===== config.mk =====
export PLATFORM = sky130hd
export DESIGN_NAME = ceb_top
export DESIGN_NICKNAME = d
export VERILOG_FILES = /design/src/design/ceb_pkg.sv /design/src/design/ceb_entry_if.sv /design/src/design/ceb_entry_fmt.sv /design/src/design/ceb_read_filter.sv /design/src/design/ceb_top.sv
export VERILOG_INCLUDE_DIRS = /design/src /design/src/design
export SDC_FILE = /design/constraint.sdc
export NUM_CORES = 1
export LEC_CHECK = 0
export BUFFER_PORTS_ARGS = -buffer_cell sky130_fd_sc_hd__clkbuf_2
export CAP_MARGIN = 20
export CORE_ASPECT_RATIO = 0.5
export CORE_MARGIN = 5
export CORE_UTILIZATION = 40
export DETAILED_ROUTE_END_ITERATION = 16
export RECOVER_POWER = 100
export SLEW_MARGIN = 10
export SYNTH_ARGS = -nofsm -noshare
export SYNTH_HDL_FRONTEND = slang
export SYNTH_SLANG_ARGS = --single-unit

===== constraint.sdc =====
create_clock -name clk_sys_in -period 37.4 [get_ports clk_sys_in]
set_input_delay 3.74 -clock clk_sys_in [delete_from_list [all_inputs] [get_ports clk_sys_in]]
set_output_delay 3.74 -clock clk_sys_in [all_outputs]
set_load 0.01 [all_outputs]

===== src/design/ceb_params.svh =====
// offsets, field positions, reset values and sizes for the completion builder
`ifndef CEB_PARAMS_SVH
`define CEB_PARAMS_SVH

// ---------------------------------------------------------------------------
// register offsets (byte addresses, one word each)
// ---------------------------------------------------------------------------
`define CEB_REG_CTRL      8'h00
`define CEB_REG_CQ_BASE   8'h04
`define CEB_REG_CQ_LAST   8'h08
`define CEB_REG_STATUS    8'h0C
`define CEB_REG_POSTED    8'h10
`define CEB_REG_MD_CFG    8'h14

// ---------------------------------------------------------------------------
// field positions and reset values
// ---------------------------------------------------------------------------
`define CEB_CTRL_EN_BIT     0
`define CEB_STAT_PHASE_BIT  16
`define CEB_STAT_BUSY_BIT   17
`define CEB_MD_SEP_BIT      0
`define CEB_MD_PI_EN_BIT    1
`define CEB_MD_PI_LAST_BIT  2
`define CEB_MD_SIZE_LSB     8
`define CEB_CQ_BASE_RST     32'h0000_0000
`define CEB_CQ_LAST_RST     16'h000F
`define CEB_MD_CFG_RST      32'h0000_0800

// ---------------------------------------------------------------------------
// entry layout
// ---------------------------------------------------------------------------
`define CEB_ENTRY_BYTES   32'h0000_0010
`define CEB_DWORD_BYTES   32'h0000_0004
`define CEB_BEATS_LAST    2'h3
`define CEB_PI_BYTES      8'h08
`define CEB_BLOCK_DWORDS  8'h80
`define CEB_DESC_SEGMENT  4'h2
`define CEB_DESC_LASTSEG  4'h3

`endif


===== src/design/ceb_pkg.sv =====
// types shared by the completion entry builder
package ceb_pkg;

  // posting sequencer states
  typedef enum logic [0:0] {
    CEB_IDLE,
    CEB_POST
  } ceb_state_t;

  // one completion request as handed to the formatter
  typedef struct packed {
    logic [15:0] sq_id;
    logic [15:0] sq_head;
    logic [15:0] tag;
    logic [2:0]  status_code_type;
    logic [7:0]  sc;
    logic        more;
    logic        dnr;
    logic [31:0] dw0;
    logic        dw0_used;
  } ceb_cpl_t;

endpackage : ceb_pkg


===== src/design/ceb_entry_if.sv =====
// carrier between the posting sequencer and the entry formatter
`timescale 1ns/1ps
`default_nettype none

interface ceb_entry_if;
  ceb_pkg::ceb_cpl_t cpl;        // captured request
  logic              phase;      // phase to post with this entry
  logic [31:0]       dw [4];     // formatted doublewords

  modport seq (output cpl, output phase, input dw);
  modport fmt (input cpl, input phase, output dw);
endinterface : ceb_entry_if

`default_nettype wire


===== src/design/ceb_entry_fmt.sv =====
// formats the four doublewords of one completion entry
`timescale 1ns/1ps
`default_nettype none

module ceb_entry_fmt (
  ceb_entry_if.fmt e          // request in, doublewords out
);

  logic [14:0] status_field;
  logic        success;

  // ---------------------------------------------------------------------------
  // status field and doubleword layout
  // ---------------------------------------------------------------------------
  always_comb begin
    success = (e.cpl.status_code_type == 3'h0) && (e.cpl.sc == 8'h00);
    // a clean completion forces the flags low so the field reads zero
    status_field = success ? 15'h0000 :
      {e.cpl.dnr, e.cpl.more, 2'h0, e.cpl.status_code_type, e.cpl.sc};
    e.dw[0] = e.cpl.dw0_used ? e.cpl.dw0 : 32'h0000_0000;
    e.dw[1] = 32'h0000_0000;
    e.dw[2] = {e.cpl.sq_id, e.cpl.sq_head};
    e.dw[3] = {status_field, e.phase, e.cpl.tag};
  end

endmodule : ceb_entry_fmt

`default_nettype wire


===== src/design/ceb_read_filter.sv =====
// read-path filter: bit-bucket discard, block count, last-segment tracking
`timescale 1ns/1ps
`default_nettype none

`include "ceb_params.svh"

module ceb_read_filter (
  input  wire logic        clk_sys_in,      // system clock
  input  wire logic        rst_in,          // async reset, high
  input  wire logic        clk_en_in,       // freezes state when low
  input  wire logic        start_in,        // new read command
  input  wire logic        beat_valid_in,   // media data dword valid
  input  wire logic [31:0] beat_data_in,    // media data dword
  input  wire logic        bucket_in,       // beat lies under bit bucket
  input  wire logic        desc_valid_in,   // segment descriptor seen
  input  wire logic [3:0]  desc_type_in,    // its descriptor type
  output logic             host_valid_out,  // dword sent to host
  output logic [31:0]      host_data_out,   // dword data
  output logic [15:0]      blocks_out,      // logical blocks accessed
  output logic             final_seg_out,   // now in last segment
  output logic             sgl_err_out      // segment after last segment
);

  logic [7:0]  dw_cnt, next_dw_cnt;
  logic [15:0] next_blocks;
  logic        next_host_valid, next_final, next_err;
  logic [31:0] next_host_data;

  // ---------------------------------------------------------------------------
  // next-value logic
  // ---------------------------------------------------------------------------
  always_comb begin
    next_dw_cnt     = dw_cnt;
    next_blocks     = blocks_out;
    next_final      = final_seg_out;
    next_err        = sgl_err_out;
    next_host_valid = 1'b0;
    next_host_data  = host_data_out;
    if (start_in) begin
      next_dw_cnt = 8'h00;
      next_blocks = 16'h0000;
      next_final  = 1'b0;
      next_err    = 1'b0;
    end else begin
      if (beat_valid_in) begin
        // discarded beats still count toward the blocks accessed
        if (dw_cnt == `CEB_BLOCK_DWORDS - 8'h01) begin
          next_dw_cnt = 8'h00;
          next_blocks = blocks_out + 16'h0001;
        end else begin
          next_dw_cnt = dw_cnt + 8'h01;
        end
        if (!bucket_in) begin
          next_host_valid = 1'b1;
          next_host_data  = beat_data_in;
        end
      end
      if (desc_valid_in) begin
        // a segment pointer inside the final segment is an error
        if (final_seg_out && (desc_type_in == `CEB_DESC_SEGMENT ||
                              desc_type_in == `CEB_DESC_LASTSEG))
          next_err = 1'b1;
        else if (desc_type_in == `CEB_DESC_LASTSEG)
          next_final = 1'b1;
      end
    end
  end

  // ---------------------------------------------------------------------------
  // state registers
  // ---------------------------------------------------------------------------
  always_ff @(posedge clk_sys_in or posedge rst_in) begin
    if (rst_in) begin
      dw_cnt         <= 8'h00;
      blocks_out     <= 16'h0000;
      final_seg_out  <= 1'b0;
      sgl_err_out    <= 1'b0;
      host_valid_out <= 1'b0;
      host_data_out  <= 32'h0000_0000;
    end else if (clk_en_in) begin
      dw_cnt         <= next_dw_cnt;
      blocks_out     <= next_blocks;
      final_seg_out  <= next_final;
      sgl_err_out    <= next_err;
      host_valid_out <= next_host_valid;
      host_data_out  <= next_host_data;
    end
  end

endmodule : ceb_read_filter

`default_nettype wire


===== src/design/ceb_top.sv =====
// completion entry builder: posting sequencer, registers, metadata control
`timescale 1ns/1ps
`default_nettype none

`include "ceb_params.svh"

// Overview of operation
// - entries are four doublewords, sixteen bytes
// - dword0 only when used; dword1 reserved
// - phase tag only in final write
// - dword2 high half holds queue id
// - dword2 low half holds sampled head
// - status field in dword3 bits 31:17
// - phase one first pass, then inverts
// - dword3 low half echoes command tag
// - queue id plus tag names command
// - metadata wholly inline or wholly separate
// - metadata committed atomically with block
// - protection info first or last eight
// - bit bucket data never reaches host
// - block count includes discarded blocks
// - last segment descriptor ends list
// - status zero only on clean success
// - type bits 27:25, code 24:17
module ceb_top (
  input  wire logic        clk_sys_in,        // system clock, 20 MHz
  input  wire logic        rst_in,            // async reset, high
  input  wire logic        clk_en_in,         // freezes state when low
  input  wire logic [7:0]  reg_addr_in,       // register byte address
  input  wire logic [31:0] reg_wdata_in,      // register write data
  input  wire logic        reg_wr_in,         // register write strobe
  input  wire logic        reg_rd_in,         // register read strobe
  output logic [31:0]      reg_rdata_out,     // read data, next cycle
  input  wire logic        cpl_valid_in,      // completion request
  output logic             cpl_ready_out,     // request can be taken
  input  wire logic [15:0] cpl_sq_id_in,      // submit_queue_id
  input  wire logic [15:0] cpl_sq_head_in,    // submit_queue_head
  input  wire logic [15:0] cpl_tag_in,        // command_tag
  input  wire logic [2:0]  cpl_sct_in,        // status_code_type
  input  wire logic [7:0]  cpl_sc_in,         // status_code
  input  wire logic        cpl_more_in,       // more status flag
  input  wire logic        cpl_dnr_in,        // do-not-retry flag
  input  wire logic [31:0] cpl_dw0_in,        // command specific dword
  input  wire logic        cpl_dw0_used_in,   // command uses dword 0
  output logic             mem_wr_out,        // host memory write
  output logic [31:0]      mem_addr_out,      // byte address
  output logic [31:0]      mem_data_out,      // dword data
  output logic             mem_last_out,      // final write of entry
  input  wire logic        rd_start_in,       // new read command
  input  wire logic        rd_valid_in,       // media dword valid
  input  wire logic [31:0] rd_data_in,        // media dword
  input  wire logic        rd_bucket_in,      // dword under bit bucket
  input  wire logic        rd_desc_valid_in,  // descriptor seen
  input  wire logic [3:0]  rd_desc_type_in,   // descriptor type
  output logic             host_valid_out,    // dword to host
  output logic [31:0]      host_data_out,     // dword to host data
  output logic [15:0]      rd_blocks_out,     // logical_block_count seen
  output logic             rd_final_seg_out,  // in last segment
  output logic             rd_sgl_err_out,    // bad descriptor in last seg
  input  wire logic        md_blk_done_in,    // block data staged
  input  wire logic        md_meta_done_in,   // its metadata staged
  input  wire logic [1:0]  md_ptr_low_in,     // metadata pointer bits 1:0
  output logic             md_commit_out,     // commit block and metadata
  output logic             md_inline_out,     // metadata in extended block
  output logic             md_separate_out,   // metadata in metadata_region
  output logic [7:0]       md_pi_offset_out,  // protection info byte offset
  output logic             md_ptr_err_out     // pointer not dword aligned
);

  // ---------------------------------------------------------------------------
  // state
  // ---------------------------------------------------------------------------
  ceb_pkg::ceb_state_t state, next_state;
  ceb_pkg::ceb_cpl_t   cpl_q, next_cpl;
  logic        controller_enable, next_enable;
  logic [31:0] cq_base, next_base;
  logic [15:0] cq_last, next_last;
  logic [15:0] tail, next_tail;
  logic        phase, next_phase;
  logic [1:0]  beat, next_beat;
  logic [31:0] posted, next_posted;
  logic [31:0] md_cfg, next_md_cfg;
  logic [31:0] next_rdata;
  logic        next_ready, next_mem_wr, next_mem_last;
  logic [31:0] next_mem_addr, next_mem_data;
  logic        blk_staged, next_blk_staged;
  logic        meta_staged, next_meta_staged;
  logic        next_commit, next_inline, next_separate, next_ptr_err;
  logic [7:0]  next_pi_offset;
  logic        take;
  logic [7:0]  md_size;

  ceb_entry_if ent ();

  // ---------------------------------------------------------------------------
  // sub-blocks
  // ---------------------------------------------------------------------------
  ceb_entry_fmt u_fmt (
    .e (ent.fmt)
  );

  ceb_read_filter u_filt (
    .clk_sys_in     (clk_sys_in),
    .rst_in         (rst_in),
    .clk_en_in      (clk_en_in),
    .start_in       (rd_start_in),
    .beat_valid_in  (rd_valid_in),
    .beat_data_in   (rd_data_in),
    .bucket_in      (rd_bucket_in),
    .desc_valid_in  (rd_desc_valid_in),
    .desc_type_in   (rd_desc_type_in),
    .host_valid_out (host_valid_out),
    .host_data_out  (host_data_out),
    .blocks_out     (rd_blocks_out),
    .final_seg_out  (rd_final_seg_out),
    .sgl_err_out    (rd_sgl_err_out)
  );

  assign ent.cpl   = cpl_q;
  assign ent.phase = phase;
  assign take      = cpl_valid_in && cpl_ready_out;
  assign md_size   = md_cfg[`CEB_MD_SIZE_LSB +: 8];

  // ---------------------------------------------------------------------------
  // register writes; enable edge restarts the queue at slot zero
  // ---------------------------------------------------------------------------
  always_comb begin
    next_enable = controller_enable;
    next_base   = cq_base;
    next_last   = cq_last;
    next_md_cfg = md_cfg;
    if (reg_wr_in) begin
      unique case (reg_addr_in)
        `CEB_REG_CTRL:    next_enable = reg_wdata_in[`CEB_CTRL_EN_BIT];
        `CEB_REG_CQ_BASE: next_base   = reg_wdata_in;
        `CEB_REG_CQ_LAST: next_last   = reg_wdata_in[15:0];
        `CEB_REG_MD_CFG:  next_md_cfg = reg_wdata_in;
        default:          next_enable = controller_enable;
      endcase
    end
  end

  // ---------------------------------------------------------------------------
  // register reads; unmapped addresses answer zero
  // ---------------------------------------------------------------------------
  always_comb begin
    next_rdata = 32'h0000_0000;
    if (reg_rd_in) begin
      unique case (reg_addr_in)
        `CEB_REG_CTRL:    next_rdata[`CEB_CTRL_EN_BIT] = controller_enable;
        `CEB_REG_CQ_BASE: next_rdata = cq_base;
        `CEB_REG_CQ_LAST: next_rdata = {16'h0000, cq_last};
        `CEB_REG_STATUS:  next_rdata = {14'h0000, state == ceb_pkg::CEB_POST,
                                        phase, tail};
        `CEB_REG_POSTED:  next_rdata = posted;
        `CEB_REG_MD_CFG:  next_rdata = md_cfg;
        default:          next_rdata = 32'h0000_0000;
      endcase
    end
  end

  // ---------------------------------------------------------------------------
  // posting sequencer: one request becomes four dword writes
  // ---------------------------------------------------------------------------
  always_comb begin
    next_state    = state;
    next_cpl      = cpl_q;
    next_tail     = tail;
    next_phase    = phase;
    next_beat     = beat;
    next_posted   = posted;
    next_mem_wr   = 1'b0;
    next_mem_last = 1'b0;
    next_mem_addr = mem_addr_out;
    next_mem_data = mem_data_out;
    unique case (state)
      ceb_pkg::CEB_IDLE: begin
        if (take) begin
          // head is frozen here, when the entry is created
          next_cpl.sq_id    = cpl_sq_id_in;
          next_cpl.sq_head  = cpl_sq_head_in;
          next_cpl.tag      = cpl_tag_in;
          next_cpl.status_code_type      = cpl_sct_in;
          next_cpl.sc       = cpl_sc_in;
          next_cpl.more     = cpl_more_in;
          next_cpl.dnr      = cpl_dnr_in;
          next_cpl.dw0      = cpl_dw0_in;
          next_cpl.dw0_used = cpl_dw0_used_in;
          next_beat         = 2'h0;
          next_state        = ceb_pkg::CEB_POST;
        end
      end
      ceb_pkg::CEB_POST: begin
        next_mem_wr   = 1'b1;
        next_mem_addr = cq_base + {tail, 4'h0}
                      + ({30'h0, beat} * `CEB_DWORD_BYTES);
        next_mem_data = ent.dw[beat];
        // phase lives in dword 3, written last
        next_mem_last = (beat == `CEB_BEATS_LAST);
        next_beat     = beat + 2'h1;
        if (beat == `CEB_BEATS_LAST) begin
          next_state  = ceb_pkg::CEB_IDLE;
          next_posted = posted + 32'h0000_0001;
          if (tail == cq_last) begin
            next_tail  = 16'h0000;
            next_phase = ~phase;
          end else begin
            next_tail  = tail + 16'h0001;
          end
        end
      end
    endcase
    // disabled queue rests at slot zero with phase one for the first pass
    if (!next_enable) begin
      next_tail  = 16'h0000;
      next_phase = 1'b1;
    end
    next_ready = next_enable && (next_state == ceb_pkg::CEB_IDLE);
  end

  // ---------------------------------------------------------------------------
  // metadata placement: exclusive routing, joint commit, pi location
  // ---------------------------------------------------------------------------
  always_comb begin
    next_blk_staged  = blk_staged || md_blk_done_in;
    next_meta_staged = meta_staged || md_meta_done_in;
    next_commit      = 1'b0;
    // nothing is committed until block and metadata are both staged
    if (next_blk_staged && next_meta_staged) begin
      next_commit      = 1'b1;
      next_blk_staged  = blk_staged && md_blk_done_in;
      next_meta_staged = meta_staged && md_meta_done_in;
    end
    next_separate  = md_cfg[`CEB_MD_SEP_BIT];
    next_inline    = ~md_cfg[`CEB_MD_SEP_BIT];
    // a misaligned pointer is flagged rather than silently rounded
    next_ptr_err   = md_cfg[`CEB_MD_SEP_BIT] &&
                     (md_ptr_low_in != 2'h0);
    next_pi_offset = 8'h00;
    if (md_cfg[`CEB_MD_PI_EN_BIT] && md_cfg[`CEB_MD_PI_LAST_BIT])
      next_pi_offset = md_size - `CEB_PI_BYTES;
  end

  // ---------------------------------------------------------------------------
  // state registers
  // ---------------------------------------------------------------------------
  always_ff @(posedge clk_sys_in or posedge rst_in) begin
    if (rst_in) begin
      state             <= ceb_pkg::CEB_IDLE;
      cpl_q             <= '0;
      controller_enable <= 1'b0;
      cq_base           <= `CEB_CQ_BASE_RST;
      cq_last           <= `CEB_CQ_LAST_RST;
      md_cfg            <= `CEB_MD_CFG_RST;
      tail              <= 16'h0000;
      phase             <= 1'b1;
      beat              <= 2'h0;
      posted            <= 32'h0000_0000;
      reg_rdata_out     <= 32'h0000_0000;
      cpl_ready_out     <= 1'b0;
      mem_wr_out        <= 1'b0;
      mem_addr_out      <= 32'h0000_0000;
      mem_data_out      <= 32'h0000_0000;
      mem_last_out      <= 1'b0;
      blk_staged        <= 1'b0;
      meta_staged       <= 1'b0;
      md_commit_out     <= 1'b0;
      md_inline_out     <= 1'b0;
      md_separate_out   <= 1'b0;
      md_pi_offset_out  <= 8'h00;
      md_ptr_err_out    <= 1'b0;
    end else if (clk_en_in) begin
      state             <= next_state;
      cpl_q             <= next_cpl;
      controller_enable <= next_enable;
      cq_base           <= next_base;
      cq_last           <= next_last;
      md_cfg            <= next_md_cfg;
      tail              <= next_tail;
      phase             <= next_phase;
      beat              <= next_beat;
      posted            <= next_posted;
      reg_rdata_out     <= next_rdata;
      cpl_ready_out     <= next_ready;
      mem_wr_out        <= next_mem_wr;
      mem_addr_out      <= next_mem_addr;
      mem_data_out      <= next_mem_data;
      mem_last_out      <= next_mem_last;
      blk_staged        <= next_blk_staged;
      meta_staged       <= next_meta_staged;
      md_commit_out     <= next_commit;
      md_inline_out     <= next_inline;
      md_separate_out   <= next_separate;
      md_pi_offset_out  <= next_pi_offset;
      md_ptr_err_out    <= next_ptr_err;
    end
  end

endmodule : ceb_top

`default_nettype wire


==> flow_metrics.tcl <==
set metrics [dict create \
    outcome "finished with violations" \
    violations "capacitance limit, slew limit" \
    drt_iter0_markers 868 \
    r2r_setup_slack_ns 31.96 \
    drt-total-wl_mm 49.8 \
    initial_core_util_pct 40.7 \
    dieArea_um2 50800 \
    min_period_ns 12.58 \
    path_clk_slew_ns 0.06 \
    syn_inst 1660 \
    die_x_um 314 \
    synth_fp_nets 1869 \
    tightest_slew_ns 5.18 \
    r2r-end "cpl_q[88]$_DFFE_PP0P_" \
    track_usage_pct 19.1 \
    areaGrowthSynthToFinish_pct 17.8 \
    synthDistinctLibCells 62 \
    cp_top_family "buffers and inverters" \
    cts_resized 0 \
    cp_max_fo 116 \
    rsz0062_at_grt "no" \
    vias_per_cell 5.21 \
    yosys_warnings 0 \
    p_total_w 0.00124 \
    drc 0 \
    synth_ff_type "dfrtp_1" \
    synth_top_area_share_pct 53.2 \
    cp_data_arrival_time_ns 12.33 \
    final_core_utilization_pct 47.9 \
    hold_viol 0 \
    path_buf_inv 4 \
    critPathSlowestCell "clkbuf_1" \
    antenna_found_initial 1 \
    ir_worst_vdd_v 0.0000354 \
    cpMostUsedCell "clkbuf_1" \
    clock_latency_ns 0.54 \
    drv_cap 13 \
    numCtsBuffers 39 \
    wl_per_cell_um 19.1 \
    ys_ff_latch 399 \
    synth_edf_count 0 \
    critical_path_class "input pin to asynchronous set/reset pin" \
    p_leak_nw 9.98 \
    cts_tree "done" \
    p_per_area_nw_per_um2 56.8 \
    row_count 55 \
    postCtsSetupBuffers 0 \
    grt_overflow 0 \
    worstHoldPathCells 2 \
    skew_ns 0.0186 \
    drt-pass1-iter-count 4 \
    yosysSeqAreaShare_pct 54.1 \
    synth_top_cell_by_area "dfrtp_1" \
    vias 13600 \
    drive_gt1_share_pct 23.5 \
    core_region_area_um2 45400 \
    antenna_left 0 \
    grt_pass1_vias 13900 \
    dp_hpwl_mm 35.1 \
    syn-mean-instance-area_um2 11.1 \
    synth-async-reset-ratio_pct 100 \
    hp-start "mem_data_out[11]$_DFFE_PP0P_" \
    layout_common_cells "dfrtp_1 (391), mux2_2 (208), clkbuf_1 (190)" \
    cp-end-kind "asynchronous set/reset pin" \
    boundaryPins 346 \
    slowest_delay_ns 2.88 \
    gp_congestion 0.833 \
    slew_violations 756 \
    numPortBuffers 345 \
    setup_tns_ns 0 \
    rr_startpoint "state$_DFFE_PP0P_" \
    startpoint_type "input pin" \
    setup_viol 0 \
    final_common_cell "dfrtp_1" \
    syn_area_um2 18500 \
    root_buffer "clkbuf_16" \
    whs_endpoint "mem_data_out[11]$_DFFE_PP0P_" \
    worstPathRequired_ns 37.15 \
    grt_pass1_wl_mm 78.6 \
    worst_slack_ns 24.82 \
    finalNetCount 2187 \
    clock.fmax_mhz 79.5 \
    grt_start_max_net_pins 117 \
    cp_cell_sequence "clkbuf_2 > clkinvlp_2 > clkbuf_1 > clkbuf_1" \
    cts_hold_buffers 0 \
    cts_htree_levels 2 \
    synth_area_leaders "dfrtp_1 (53%), mux2_2 (13%), nand2_1 (3.3%)" \
    place_ws_ns 30.05 \
    min_period_over_period_pct 33.6 \
    hold_class "flop to flop" \
    r2r_cells 4 \
    clockBufferDepth 3 \
    num_antenna_cells 0 \
    timing.slew.headroom_pct -247 \
    die_h_um 162 \
    clock_sinks 399 \
]
==> state kept, by name, indices dropped and copies added (netlist names), 2 cells and up <==
name,cells
mem_data_out,32
beat,2
posted,32
u_filt.host_data_out,32
reg_rdata_out,32
md_pi_offset_out,8
cpl_q,94
u_filt.blocks_out,16
cq_base,32
md_cfg,32
u_filt.dw_cnt,8
tail,16
mem_addr_out,32
cq_last,16
==> cells by family (layout without fill, tap and decap cells) <==
logic type | Yosys count | after routing | share of synthesized area, %
AOI/OAI and AO/OA | 319 | 319 | 10.8
buffers and inverters | 113 | 458 | 2.44
adders and majority gates | 25 | 25 | 1.73
and+or+nand+nor | 445 | 445 | 10.7
xor gates and xnor gates | 95 | 95 | 4.50
DFF | 399 | 399 | 54.1
muxes | 264 | 264 | 15.7
==> worst register-to-register path, stage by stage, from the launching register on <==
cell and delay, ns:
dfrtp_1 0.63, nand3b_1 0.17, clkbuf_1 1.47, clkbuf_1 2.48
mux2_2 0.58
==> synthesized netlist by cell type (20+ instances only) <==
| master | count |
|---|---|
| a31oi_1 | 37 |
| xor2_1 | 51 |
| o2bb2ai_1 | 42 |
| mux2_2 | 209 |
| o21ai_0 | 81 |
| nand2_1 | 160 |
| inv_1 | 22 |
| a21oi_1 | 92 |
| mux2i_1 | 55 |
| ha_1 | 24 |
| xnor2_1 | 44 |
| nor2_1 | 148 |
| nand3_1 | 39 |
| dfrtp_1 | 393 |
| clkbuf_1 | 55 |
| buf_1 | 20 |
==> power by group <==
part | internal (W) | leakage [nW] | switching, W
clock | 0.000232 | 0.626 | 0.000174
combinational | 0.000114 | 4.13 | 0.000142
sequential | 0.000517 | 5.23 | 0.0000584
total | 0.000863 | 9.98 | 0.000374
==> final cells by class <==
cell class / instances / area [um2]
inverters: 23 / 87.6
clock inverters: 10 / 143
fillers: 4359 / 23700
multi-input cells: 1148 / 8030
flip-flops and latches: 399 / 10000
repair buffers: 367 / 1630
well taps: 598 / 748
clock buffers: 58 / 1140
==> worst max-delay path by stage <==
stage | slack (ns) | cells past startpoint | endpoint | start
after detailed placement | 30.05 | 7 | cq_base[2]$_DFFE_PP0P_ | reg_addr_in[2]
final | 24.82 | 4 | cq_base[31]$_DFFE_PP0P_ | rst_in
after global routing | 22.72 | 4 | cq_base[18]$_DFFE_PP0P_ | rst_in
after CTS | 30.60 | 7 | cq_base[0]$_DFFE_PP0P_ | reg_addr_in[2]
after floorplan | 22.57 | 1 | beat[0]$_DFFE_PP0P_ | rst_in
after global placement | 30.11 | 7 | cq_base[1]$_DFFE_PP0P_ | reg_addr_in[2]
==> per-layer routing <==
layer / vias up / routed length [um] / GRT usage [%]
met2: 212 / 25200 / 33.2
met1: 6754 / 21800 / 25.3
met5: - / 13 / 0
met3: 75 / 1750 / 3.32
li1: 6513 / - / -
met4: 2 / 1050 / 4.21
==> metrics by stage <==
stage | std cells | cell area [um2] | hold slack, ns
2_1_floorplan | 1660 | 18500 | 0.445
3_3_place_gp | 2532 | 20800 | 0.461
3_5_place_dp | 2532 | 20800 | 0.466
4_1_cts | 2600 | 22000 | 0.484
5_1_grt | 2603 | 21800 | 0.498
6_report | 2603 | 21800 | 0.477
No activity file was read; power rests on OpenSTA's default activity.
